<file path="config.mk">
export PLATFORM = sky130hd
export DESIGN_NAME = cid_core
export DESIGN_NICKNAME = d
export VERILOG_FILES = /design/src/hw/cid_core.v
export VERILOG_INCLUDE_DIRS = /design/src /design/src/hw
export SDC_FILE = /design/constraint.sdc
export NUM_CORES = 1
export LEC_CHECK = 0
export ABC_AREA = 1
export BUFFER_PORTS_ARGS = -buffer_cell sky130_fd_sc_hd__buf_2
export CORE_MARGIN = 4
export CORE_UTILIZATION = 50
export DETAILED_ROUTE_END_ITERATION = 8
export GPL_ROUTABILITY_DRIVEN = 1
export PLACE_DENSITY = 0.72
export SLEW_MARGIN = 20
export SYNTH_ARGS = -nofsm -noshare
export SYNTH_HDL_FRONTEND = slang
export SYNTH_SLANG_ARGS = --single-unit
</file>
<file path="constraint.sdc">
create_clock -name clock -period 6.4 [get_ports clock]
set_input_delay 0.64 -clock clock [delete_from_list [all_inputs] [get_ports clock]]
set_output_delay 0.64 -clock clock [all_outputs]
set_load 0.02 [all_outputs]
</file>
<file path="src/hw/cid_core_consts.vh">
// Purpose: Constants for the 14-bit instruction decoder core.
// Assumes: Included by cid_core.v only.
// Notes: Offsets are file addresses or control port indices.
`ifndef CID_CORE_CONSTS_VH
`define CID_CORE_CONSTS_VH
// Clocks per instruction cycle and phase of execution
`define CID_PHASES 4
`define CID_EXEC_PHASE 2'h3
// File addresses of special registers
`define CID_FA_TIMER 7'h01
`define CID_FA_PCL 7'h02
`define CID_FA_STATUS 7'h03
`define CID_FA_DIR 7'h05
`define CID_FA_PORT 7'h06
`define CID_FA_PC_HIGH_HOLDING_LATCH 7'h0A
// Status field positions and reset value
`define CID_ST_C 0
`define CID_ST_DC 1
`define CID_ST_Z 2
`define CID_ST_PD 3
`define CID_ST_TO 4
`define CID_STATUS_RST 8'h18
// Direction bit of the input-only pin
`define CID_DIR_IN_BIT 3
// Control port indices
`define CID_RA_CTRL 3'h0
`define CID_RA_PCLO 3'h1
`define CID_RA_PCHI 3'h2
`define CID_RA_ACC 3'h3
`define CID_RA_STATUS 3'h4
`define CID_RA_TIMER 3'h5
// Control register fields
`define CID_CTRL_RUN 0
`define CID_CTRL_PSA 1
`define CID_CTRL_WAKE 2
// Fixed control encodings in the low byte
`define CID_ENC_RETURN 8'h08
`define CID_ENC_RETINT 8'h09
`define CID_ENC_STANDBY 8'h63
`define CID_ENC_WDCLR 8'h64
`endif

</file>
<file path="src/hw/cid_core.v">
// Purpose: Decode and execute core for a 14-bit instruction set.
// Assumes: Program memory answers combinationally to progAddr.
// Notes: Execution happens on the last clock of each 4-clock cycle.
// What this block does
// - All file registers share one addressing path
// - Status flag updates override written value
// - Direction bit 3 always reads one
// - Low byte write loads latch into high
// - Low byte modify uses low byte, reloads high
// - Bit clear/set rewrite whole register
// - Byte ops: format, zero flag, swap none
// - Rotates go through carry, carry only
// - Counted skips write result, skip on zero
// - Skip-if-clear test on selected bit
// - Skip-if-set test on selected bit
// - Literal add/sub update carry, nibble, zero
// - Literal logic ops update zero only
// - Return with literal loads accumulator, two cycles
// - Standby and watchdog clear set timeout; standby clears powerdown, watchdog clear sets it
// - Port self-modify uses pin levels
// - Timer write clears assigned prescaler
// - Branch or true test adds nop cycle
// - Destination bit picks accumulator or file
// - Instruction cycle is four clocks
`timescale 1ns/1ps
`include "cid_core_consts.vh"
module cid_core #(
  parameter PINS = 6,
  parameter STACK_DEPTH = 8
) (
  // Clock and reset
  input wire clock,
  input wire reset_n,
  // Program memory
  output reg [10:0] progAddr,
  input wire [13:0] instrWord,
  // Port pins
  input wire [PINS-1:0] pinIn,
  output reg [PINS-1:0] pinOut,
  output reg [PINS-1:0] pinOe,
  // Core events
  output reg standby,
  output reg gieOut,
  output reg wdtClear,
  // Control port
  input wire [2:0] regAddr,
  input wire [7:0] regWdata,
  input wire regWr,
  input wire regRd,
  output reg [7:0] regRdata
);
  reg [1:0] phase;
  reg [7:0] acc;
  reg [7:0] status;
  reg [7:0] timer;
  reg [7:0] prescaler;
  reg [7:0] pc_high_holding_latch;
  reg [7:0] fileMem [0:127];
  reg [10:0] stack [0:STACK_DEPTH-1];
  reg [2:0] sp;
  reg nopCycle;
  reg nopAdvance;
  reg runEn;
  reg psaTimer;
  wire exec = runEn & ~standby & (phase == `CID_EXEC_PHASE);
  wire [1:0] grp = instrWord[13:12];
  wire [3:0] op = instrWord[11:8];
  wire dBit = instrWord[7];
  wire [6:0] fa = instrWord[6:0];
  wire [2:0] bsel = instrWord[9:7];
  wire [7:0] lit = instrWord[7:0];
  wire [2:0] spDown = sp - 3'h1;
  wire [10:0] pcInc = progAddr + 11'h001;
  // Operand fetch from any file address
  reg [7:0] operand;
  always @* begin
    case (fa)
      `CID_FA_TIMER: operand = timer;
      `CID_FA_PCL: operand = progAddr[7:0];
      `CID_FA_STATUS: operand = status;
      `CID_FA_DIR: operand = {{(8-PINS){1'b0}}, ~pinOe} | (8'h01 << `CID_DIR_IN_BIT);
      `CID_FA_PORT: operand = {{(8-PINS){1'b0}}, pinIn};
      `CID_FA_PC_HIGH_HOLDING_LATCH: operand = pc_high_holding_latch;
      7'h00: operand = 8'h00;
      default: operand = fileMem[fa];
    endcase
  end
  wire [7:0] opA = (grp == 2'b11) ? lit : operand;
  wire [8:0] addSum = {1'b0, opA} + {1'b0, acc};
  wire [4:0] addNib = {1'b0, opA[3:0]} + {1'b0, acc[3:0]};
  wire [8:0] subSum = {1'b0, opA} + {1'b0, ~acc} + 9'h001;
  wire [4:0] subNib = {1'b0, opA[3:0]} + {1'b0, ~acc[3:0]} + 5'h01;
  wire [7:0] bitMask = 8'h01 << bsel;
  // Decode and ALU
  reg [7:0] res;
  reg wrAcc;
  reg wrFile;
  reg updZ;
  reg updC;
  reg updDC;
  reg newC;
  reg newDC;
  reg skip;
  reg branch;
  reg push;
  reg pop;
  reg retInt;
  reg goStandby;
  reg doWdClr;
  always @* begin
    res = 8'h00;
    wrAcc = 1'b0;
    wrFile = 1'b0;
    updZ = 1'b0;
    updC = 1'b0;
    updDC = 1'b0;
    newC = status[`CID_ST_C];
    newDC = status[`CID_ST_DC];
    skip = 1'b0;
    branch = 1'b0;
    push = 1'b0;
    pop = 1'b0;
    retInt = 1'b0;
    goStandby = 1'b0;
    doWdClr = 1'b0;
    case (grp)
      2'b00: begin
        wrAcc = ~dBit;
        wrFile = dBit;
        updZ = (op >= 4'h1) && (op <= 4'hA);
        case (op)
          4'h0: begin
            wrAcc = 1'b0;
            res = acc;
            if (lit == `CID_ENC_RETURN) begin
              pop = 1'b1;
            end else if (lit == `CID_ENC_RETINT) begin
              pop = 1'b1;
              retInt = 1'b1;
            end else if (lit == `CID_ENC_STANDBY) begin
              goStandby = 1'b1;
            end else if (lit == `CID_ENC_WDCLR) begin
              doWdClr = 1'b1;
            end
          end
          4'h1: res = 8'h00;
          4'h2: begin
            res = subSum[7:0];
            newC = subSum[8];
            newDC = subNib[4];
            updC = 1'b1;
            updDC = 1'b1;
          end
          4'h3: res = operand - 8'h01;
          4'h4: res = operand | acc;
          4'h5: res = operand & acc;
          4'h6: res = operand ^ acc;
          4'h7: begin
            res = addSum[7:0];
            newC = addSum[8];
            newDC = addNib[4];
            updC = 1'b1;
            updDC = 1'b1;
          end
          4'h8: res = operand;
          4'h9: res = ~operand;
          4'hA: res = operand + 8'h01;
          4'hB: begin
            res = operand - 8'h01;
            skip = (res == 8'h00);
          end
          4'hC: begin
            res = {status[`CID_ST_C], operand[7:1]};
            newC = operand[0];
            updC = 1'b1;
          end
          4'hD: begin
            res = {operand[6:0], status[`CID_ST_C]};
            newC = operand[7];
            updC = 1'b1;
          end
          4'hE: res = {operand[3:0], operand[7:4]};
          default: begin
            res = operand + 8'h01;
            skip = (res == 8'h00);
          end
        endcase
      end
      2'b01: begin
        case (op[3:2])
          2'b00: begin
            res = operand & ~bitMask;
            wrFile = 1'b1;
          end
          2'b01: begin
            res = operand | bitMask;
            wrFile = 1'b1;
          end
          2'b10: skip = ~|(operand & bitMask);
          default: skip = |(operand & bitMask);
        endcase
      end
      2'b10: begin
        branch = 1'b1;
        push = ~instrWord[11];
      end
      default: begin
        wrAcc = 1'b1;
        case (op[3:2])
          2'b00: res = lit;
          2'b01: begin
            res = lit;
            pop = 1'b1;
          end
          2'b10: begin
            updZ = 1'b1;
            if (op[1:0] == 2'b00) begin
              res = lit | acc;
            end else if (op[1:0] == 2'b01) begin
              res = lit & acc;
            end else if (op[1:0] == 2'b10) begin
              res = lit ^ acc;
            end else begin
              wrAcc = 1'b0;
              updZ = 1'b0;
            end
          end
          default: begin
            res = op[1] ? addSum[7:0] : subSum[7:0];
            newC = op[1] ? addSum[8] : subSum[8];
            newDC = op[1] ? addNib[4] : subNib[4];
            updZ = 1'b1;
            updC = 1'b1;
            updDC = 1'b1;
          end
        endcase
      end
    endcase
  end
  wire fileWrite = exec & ~nopCycle & wrFile;
  wire pclWrite = wrFile & (fa == `CID_FA_PCL);
  // Status written by the instruction, then flags laid over it
  reg [7:0] next_status;
  always @* begin
    next_status = status;
    if (wrFile && fa == `CID_FA_STATUS) begin
      next_status[7:5] = res[7:5];
      next_status[2:0] = res[2:0];
    end
    if (updZ) begin
      next_status[`CID_ST_Z] = (res == 8'h00);
    end
    if (updC) begin
      next_status[`CID_ST_C] = newC;
    end
    if (updDC) begin
      next_status[`CID_ST_DC] = newDC;
    end
    if (goStandby) begin
      next_status[`CID_ST_TO] = 1'b1;
      next_status[`CID_ST_PD] = 1'b0;
    end
    if (doWdClr) begin
      next_status[`CID_ST_TO] = 1'b1;
      next_status[`CID_ST_PD] = 1'b1;
    end
  end
  // Phase counter, one instruction cycle per wrap
  always @(posedge clock or negedge reset_n) begin
    if (!reset_n) begin
      phase <= 2'h0;
    end else begin
      phase <= phase + 2'h1;
    end
  end
  // Sequencing, accumulator, status and special registers
  always @(posedge clock or negedge reset_n) begin
    if (!reset_n) begin
      progAddr <= 11'h000;
      acc <= 8'h00;
      status <= `CID_STATUS_RST;
      timer <= 8'h00;
      prescaler <= 8'h00;
      pc_high_holding_latch <= 8'h00;
      sp <= 3'h0;
      nopCycle <= 1'b0;
      nopAdvance <= 1'b0;
      pinOut <= {PINS{1'b0}};
      pinOe <= {PINS{1'b0}};
      standby <= 1'b0;
      gieOut <= 1'b0;
      wdtClear <= 1'b0;
      runEn <= 1'b0;
      psaTimer <= 1'b0;
    end else begin
      wdtClear <= 1'b0;
      if (regWr && regAddr == `CID_RA_CTRL) begin
        runEn <= regWdata[`CID_CTRL_RUN];
        psaTimer <= regWdata[`CID_CTRL_PSA];
        if (regWdata[`CID_CTRL_WAKE]) begin
          standby <= 1'b0;
        end
      end
      if (exec) begin
        // Timer ticks once per cycle, through the prescaler if assigned
        if (fileWrite && fa == `CID_FA_TIMER) begin
          timer <= res;
          if (psaTimer) begin
            prescaler <= 8'h00;
          end
        end else if (!psaTimer || prescaler == 8'hFF) begin
          timer <= timer + 8'h01;
          prescaler <= 8'h00;
        end else begin
          prescaler <= prescaler + 8'h01;
        end
        if (nopCycle) begin
          nopCycle <= 1'b0;
          if (nopAdvance) begin
            progAddr <= pcInc;
          end
        end else begin
          status <= next_status;
          if (wrAcc) begin
            acc <= res;
          end
          if (fileWrite) begin
            case (fa)
              `CID_FA_PC_HIGH_HOLDING_LATCH: pc_high_holding_latch <= res;
              `CID_FA_PORT: pinOut <= res[PINS-1:0];
              `CID_FA_DIR: pinOe <= ~res[PINS-1:0] & ~({{(PINS-1){1'b0}}, 1'b1} << `CID_DIR_IN_BIT);
              default: ;
            endcase
          end
          progAddr <= pcInc;
          if (pclWrite) begin
            progAddr <= {pc_high_holding_latch[2:0], res};
            nopCycle <= 1'b1;
            nopAdvance <= 1'b0;
          end else if (branch) begin
            progAddr <= instrWord[10:0];
            nopCycle <= 1'b1;
            nopAdvance <= 1'b0;
          end else if (pop) begin
            progAddr <= stack[spDown];
            nopCycle <= 1'b1;
            nopAdvance <= 1'b0;
          end else if (skip) begin
            nopCycle <= 1'b1;
            nopAdvance <= 1'b1;
          end
          if (push) begin
            sp <= sp + 3'h1;
          end else if (pop) begin
            sp <= spDown;
          end
          if (retInt) begin
            gieOut <= 1'b1;
          end
          if (goStandby) begin
            standby <= 1'b1;
          end
          if (goStandby || doWdClr) begin
            wdtClear <= 1'b1;
          end
        end
      end
    end
  end
  // General registers and stack need no reset
  always @(posedge clock) begin
    if (fileWrite && fa > `CID_FA_PC_HIGH_HOLDING_LATCH) begin
      fileMem[fa] <= res;
    end
    if (exec && !nopCycle && push) begin
      stack[sp] <= pcInc;
    end
  end
  // Control port read, data valid one clock after the strobe
  always @(posedge clock or negedge reset_n) begin
    if (!reset_n) begin
      regRdata <= 8'h00;
    end else if (regRd) begin
      case (regAddr)
        `CID_RA_CTRL: regRdata <= {5'h00, standby, psaTimer, runEn};
        `CID_RA_PCLO: regRdata <= progAddr[7:0];
        `CID_RA_PCHI: regRdata <= {5'h00, progAddr[10:8]};
        `CID_RA_ACC: regRdata <= acc;
        `CID_RA_STATUS: regRdata <= status;
        `CID_RA_TIMER: regRdata <= timer;
        default: regRdata <= 8'h00;
      endcase
    end else begin
      regRdata <= 8'h00;
    end
  end
endmodule

</file>
* After elaboration in Yosys (flattened, before gate mapping)
Memory sizes are Yosys's and may differ from the RTL's.
Index checks and enable logic that the tools add are counted.
** Word-level totals
- Latch bits :: 0
- Output and inout bits :: 34
- Input bits :: 35
- Memories kept :: 2
- RAM bits :: 1112
- ROM bits :: 0
- Register bits after elaboration :: 82
- Word-level logic and storage cells :: 261
** Operators by class
- Order comparisons :: 3
- Add/subtract/negate cells :: 14
- Bitwise operators :: 24
- $mul :: 0
- Reductions and logical operators :: 51
- Shifts and indexed selects :: 1
- Mux-type cells :: 98
- Div/mod/pow operators :: 0
- Equal/unequal tests :: 46
** Memories
- fileMem :: words 128, bits a word 8, rd ports 1, clocked after memory_dff 0, write ports 1, RTL line cid_core.v:58 : reg [7:0] fileMem [0:127];
- stack :: words 8, bits a word 11, rd ports 1, clocked after memory_dff 0, write ports 1, RTL line cid_core.v:59 : reg [10:0] stack [0:STACK_DEPTH-1];
** Operators with widths (count)
- 8-bit case mux with 13 select lines :: 1
- 8-bit 2-to-1 mux :: 11
- 1-bit 2-to-1 mux :: 57
- 8-bit case mux with 7 select lines :: 1
- 11-bit 2-to-1 mux :: 5
- 8-bit case mux with 6 select lines :: 1
- 8-bit bitwise AND :: 4
- 8-bit case mux with 2 select lines :: 2
- 4-bit equality test (second input constant) :: 7
- 1-bit case mux with 2 select lines :: 13
- 8-bit by 1-bit adder with 8-bit output (second input constant) :: 3
- 8-bit zero test :: 3
- 8-bit NOT :: 3
- 8-bit OR :: 3
- 8-bit case mux with 3 select lines :: 1
- 3-bit AND reduction :: 7
- 8-bit by 8-bit adder with 9-bit output :: 2
- 4-bit by 3-bit equality test with 1-bit output (second input constant) :: 4
- 8-bit by 4-bit equality test with 1-bit output (second input constant) :: 2
- 8-bit by 7-bit equality test with 1-bit output (second input constant) :: 2
- 8-bit XOR :: 2
- 7-bit by 2-bit equality test with 1-bit output (second input constant) :: 2
- 7-bit by 3-bit equality test with 1-bit output (second input constant) :: 2
- 14-bit OR reduction :: 1
- other kinds (50) :: 98

* Longest topological paths before layout
- Depth after elaboration :: 12
- Gate-level depth with buffers :: 39
- Mapped depth without buffers :: 36

* Worst setup path after synthesis
No wires, ideal clock.
- Path type :: input port to flip-flop
- Start :: input port instrWord[0]
- End :: memory fileMem[0][3] (data pin)
- Required time :: 5.909 ns
- Library setup time :: 0.491 ns
- Buffers on the path :: 5
- Slack :: 0.848 ns
- Stages :: 31
- Arrival time :: 5.061 ns
- Cell sequence :: buf_4 inv_4 buf_6 buf_4 nand2_1 nand3_1 nand3_1 nand2_1 nand2_1 o21ai_0 nand3_2 nor2_1 nand2_2 nand2_4 buf_6 o21ai_0 ha_1 clkbuf_1 inv_1 a21oi_1 nand2_1 xor2_1 nor2_1 nor4_1 nand4_1 nor2_1 nand2_1 nand3_1 nand2_1 nand2_1 inv_1
** Between the ends
- Cells in the longest elaborated chain, start to end :: 8
- Elaborated cells between the ends (all ways) :: 26
- Those cells by class :: 5 x add/sub; 6 x eq/ne; 7 x mux; 6 x bitwise; 1 x reduce/logical; 1 x memory
** RTL lines
- start: declaration :: RTL line cid_core.v:36 : input wire [13:0] instrWord,
- memory read 128 x 8 bit, or another cell as far along
- 8-bit case mux with 7 select lines :: RTL line cid_core.v:77 : case (fa)
- 8-bit 2-to-1 mux :: RTL line cid_core.v:88 : wire [7:0] opA = (grp == 2'b11) ? lit : operand;
- 8-bit by 8-bit adder with 9-bit output :: RTL line cid_core.v:91 : wire [8:0] subSum = {1'b0, opA} + {1'b0, ~acc} + 9'h001;
- 9-bit by 1-bit adder with 9-bit output :: RTL line cid_core.v:91
- 8-bit 2-to-1 mux :: RTL line cid_core.v:229 : res = op[1] ? addSum[7:0] : subSum[7:0];
- 8-bit case mux with 2 select lines :: RTL line cid_core.v:209 : case (op[3:2])
- 8-bit case mux with 3 select lines (*) :: RTL line cid_core.v:126 : case (grp)
- net res[3] :: RTL line cid_core.v:95 : reg [7:0] res;
- end: declaration :: RTL line cid_core.v:58
Mark *: on every way through the listed nets, which the timed path passes. The rest lies on a longest branch.

* Final worst setup path
- Start :: input port instrWord[0]
- End :: memory fileMem[12][7] (data pin)
Same word-level chain as after synthesis.

==> impl_metrics.json <==
{
  "status": "finished with violations",
  "violations": "negative hold slack",
  "worst_pin_slew_ns": 1.00,
  "ys_ff_latch": 1189,
  "endpoint_kind": "flip-flop",
  "io_buffers": 62,
  "setup_tns_ns": 0,
  "synth_top_area_cell": "edfxtp_1",
  "final_cell_area_sq_um": 61100,
  "avgSynthCellArea_sq_um": 9.94,
  "drc_errors": 0,
  "wl_per_cell_microns": 21.6,
  "drt-initial-drc-count": 5160,
  "holdWs_ns": -0.0354,
  "grt_max_degree": 106,
  "final_cells": 7185,
  "dpl-instance-area_sq_um": 57400,
  "cts_hold_buf": 0,
  "min_period_over_period": 0.912,
  "hold_viol": 30,
  "wl_mm": 155,
  "top_layer": "met4",
  "core_area_sq_um": 108000,
  "dieHeight_microns": 338,
  "min_path_type": "in2async",
  "yosysUniqueCellTypes": 63,
  "clkLatencyLatePin_ns": 0.73,
  "area_growth_pct": 12.5,
  "ys_warn_count": 0,
  "synth_seq_area_share": 0.650,
  "viasPerCell": 5.62,
  "seqCellArea_sq_um": 35300,
  "clock_sinks": 1189,
  "cpPeakStageDelay_ns": 0.59,
  "yosys_most_used_dff": "edfxtp_1",
  "path_buf_inv": 8,
  "ys_async_sr_fraction": 0.0681,
  "h-tree-depth": 3,
  "antenna_found_initial": 1,
  "cts_buffers": 115,
  "r2r-start": "fileMem[3][0]",
  "start_kind": "input port",
  "multi_input_area_sq_um": 16200,
  "slew_viol_final": 0,
  "yosysMostFrequentCell": "nand2_1",
  "dr.pass1.iters": 8,
  "fin_skew_ns": 0.0726,
  "detail-route-antenna-nets": 0,
  "cts_resized": 0,
  "wl_met1_mm": 60.8,
  "critPathKind": "in2reg",
  "rows": 120,
  "cp.required_ns": 6.74,
  "dp_slack_ns": 0.157,
  "layout-drive-gt1-share": 0.0862,
  "post-cts-setup-buffers": 0,
  "nNetsFinal": 5779,
  "ir_drop_mv": 0.247,
  "leakage_nw": 25.2,
  "dp_cells": 6966,
  "cap_violations": 0,
  "cts_tree": "built",
  "total_power_mw": 19.2,
  "slew_headroom": 0.326,
  "gp_congestion": 0.984,
  "first_global_vias": 38000,
  "p_per_area_nw_per_um2": 314,
  "io_pins": 69,
  "grt_overflow": 0,
  "met2_length_mm": 71.2,
  "reg2reg_depth": 28,
  "dr_total_vias": 40400,
  "nFillCells": 8909,
  "crit_top_cell": "nand2_1",
  "netlist.area_leader.share": 0.612,
  "cpLargestDelayFamily": "simple AND/OR/NAND/NOR gates",
  "dieArea_sq_um": 114000,
  "initial_utilization": 0.505,
  "grt_pass1_wl_mm": 233,
  "synth.cell_area_sq_um": 54300,
  "root_buffer": "clkbuf_16",
  "met3_length_mm": 16.0,
  "crit_fanout": 84,
  "cts_buffer_depth": 3,
  "rrSetupSlack_ns": 1.13,
  "die-width_microns": 338,
  "ys_top_cells_by_area": "edfxtp_1 61%, nand2_1 14%, dfrtp_1 3.7%",
  "timing.rr.end": "fileMem[81][2]",
  "synthCells": 5468,
  "post-dp-hpwl_mm": 99.5,
  "final-setup-viol-count": 0,
  "setup_slack_ns": 0.563,
  "rsz0062_at_grt": "no",
  "critical_path_arrival_ns": 6.17,
  "fmax_mhz": 171,
  "path_clk_slew_ns": 0.06,
  "fin_util": 0.569,
  "cp_slowest_cell": "o21ai_0",
  "synth_enable_flop_cells": 1108,
  "period_needed_ns": 5.84,
  "yosys-top-cells-count": "2027 x nand2_1, 1108 x edfxtp_1, 472 x inv_1",
  "grtUsageTotal": 0.271
}
==> logic make-up (layout without fill, tap and decap cells) <==
logic type | count (synthesis) | after routing | share of synthesized area
muxes | 3 | 3 | 0.000576
adders and majority gates | 64 | 64 | 0.0150
buffers and inverters | 747 | 975 | 0.0592
xor gates and xnor gates | 30 | 30 | 0.00484
and+or+nand+nor | 2896 | 2896 | 0.213
DFF | 1189 | 1189 | 0.650
other | 1 | 87 | 0.0000690
AOI/OAI and AO/OA | 538 | 538 | 0.0575
==> worst reg2reg max path: cells and delay by family (launching register included) <==
kind                     cells  cell delay, ns
AO/OA/AOI/OAI                5            1.33
XOR/XNOR                     1            0.16
adder cells (fa/ha/maj)      2            0.73
buffers and inverters        7            1.03
flip-flops                   1            0.37
AND/OR/NAND/NOR             13            1.34
==> cells in the final DEF (no fill, tap or decap), types with 15 or more instances in the layout <==
cell,instances
a21oi_1,165
a221oi_1,23
buf_12,41
buf_2,59
buf_4,152
clkbuf_1,21
clkbuf_16,117
clkinv_1,36
clkinv_2,32
conb_1,85
dfrtp_1,80
edfxtp_1,1108
ha_1,62
inv_1,468
inv_2,16
nand2_1,2027
nand3_1,362
nand4_1,15
nor2_1,410
nor3_1,37
o211ai_1,17
o21ai_0,197
o21ai_1,29
o221ai_1,22
o22ai_1,29
xor2_1,26
==> worst max-delay path by stage <==
stage                             from              to  slack (ns)  depth (start not counted)
after floorplan           instrWord[0]   fileMem[0][3]        0.85                         31
after global placement    instrWord[0]  fileMem[77][6]        0.23                         30
after detailed placement  instrWord[0]     progAddr[7]        0.16                         33
after CTS                 instrWord[0]     progAddr[7]        0.89                         33
after global routing      instrWord[0]  fileMem[80][6]        0.36                         30
final                     instrWord[0]  fileMem[12][7]        0.56                         31
==> final cells by class <==
cell class,instances,share of cell area
clock buffer,138,0.0492
multi-input combinational,3616,0.264
antenna,2,0.0000818
tap,1403,0.0287
clock inverter,79,0.0115
timing repair buffer,255,0.0376
sequential,1189,0.577
inverter,503,0.0314
==> state kept, by name (all words and copies together) (netlist names) <==
signal                 cells
pinOe                      5
stack                     88
gieOut                     1
phase                      2
prescaler                  8
regRdata                   8
standby                    1
fileMem                 1020
pinOut                     6
timer                      8
pc_high_holding_latch      8
psaTimer                   1
nopCycle                   1
wdtClear                   1
sp                         3
status                     7
runEn                      1
acc                        8
nopAdvance                 1
progAddr                  11
==> per-layer routing <==
metal | vias to the layer above | track usage
met5 | - | 0
met4 | 0 | 0.112
met3 | 427 | 0.0514
met2 | 2125 | 0.426
met1 | 19300 | 0.374
li1 | 18500 | -
==> where the power goes <==
group	internal, mW	total [mW]	switching [mW]
clock network	3.75	6.67	2.92
registers	9.03	9.24	0.210
logic	0.920	3.31	2.39
No activity file was read; power rests on OpenSTA's default activity.
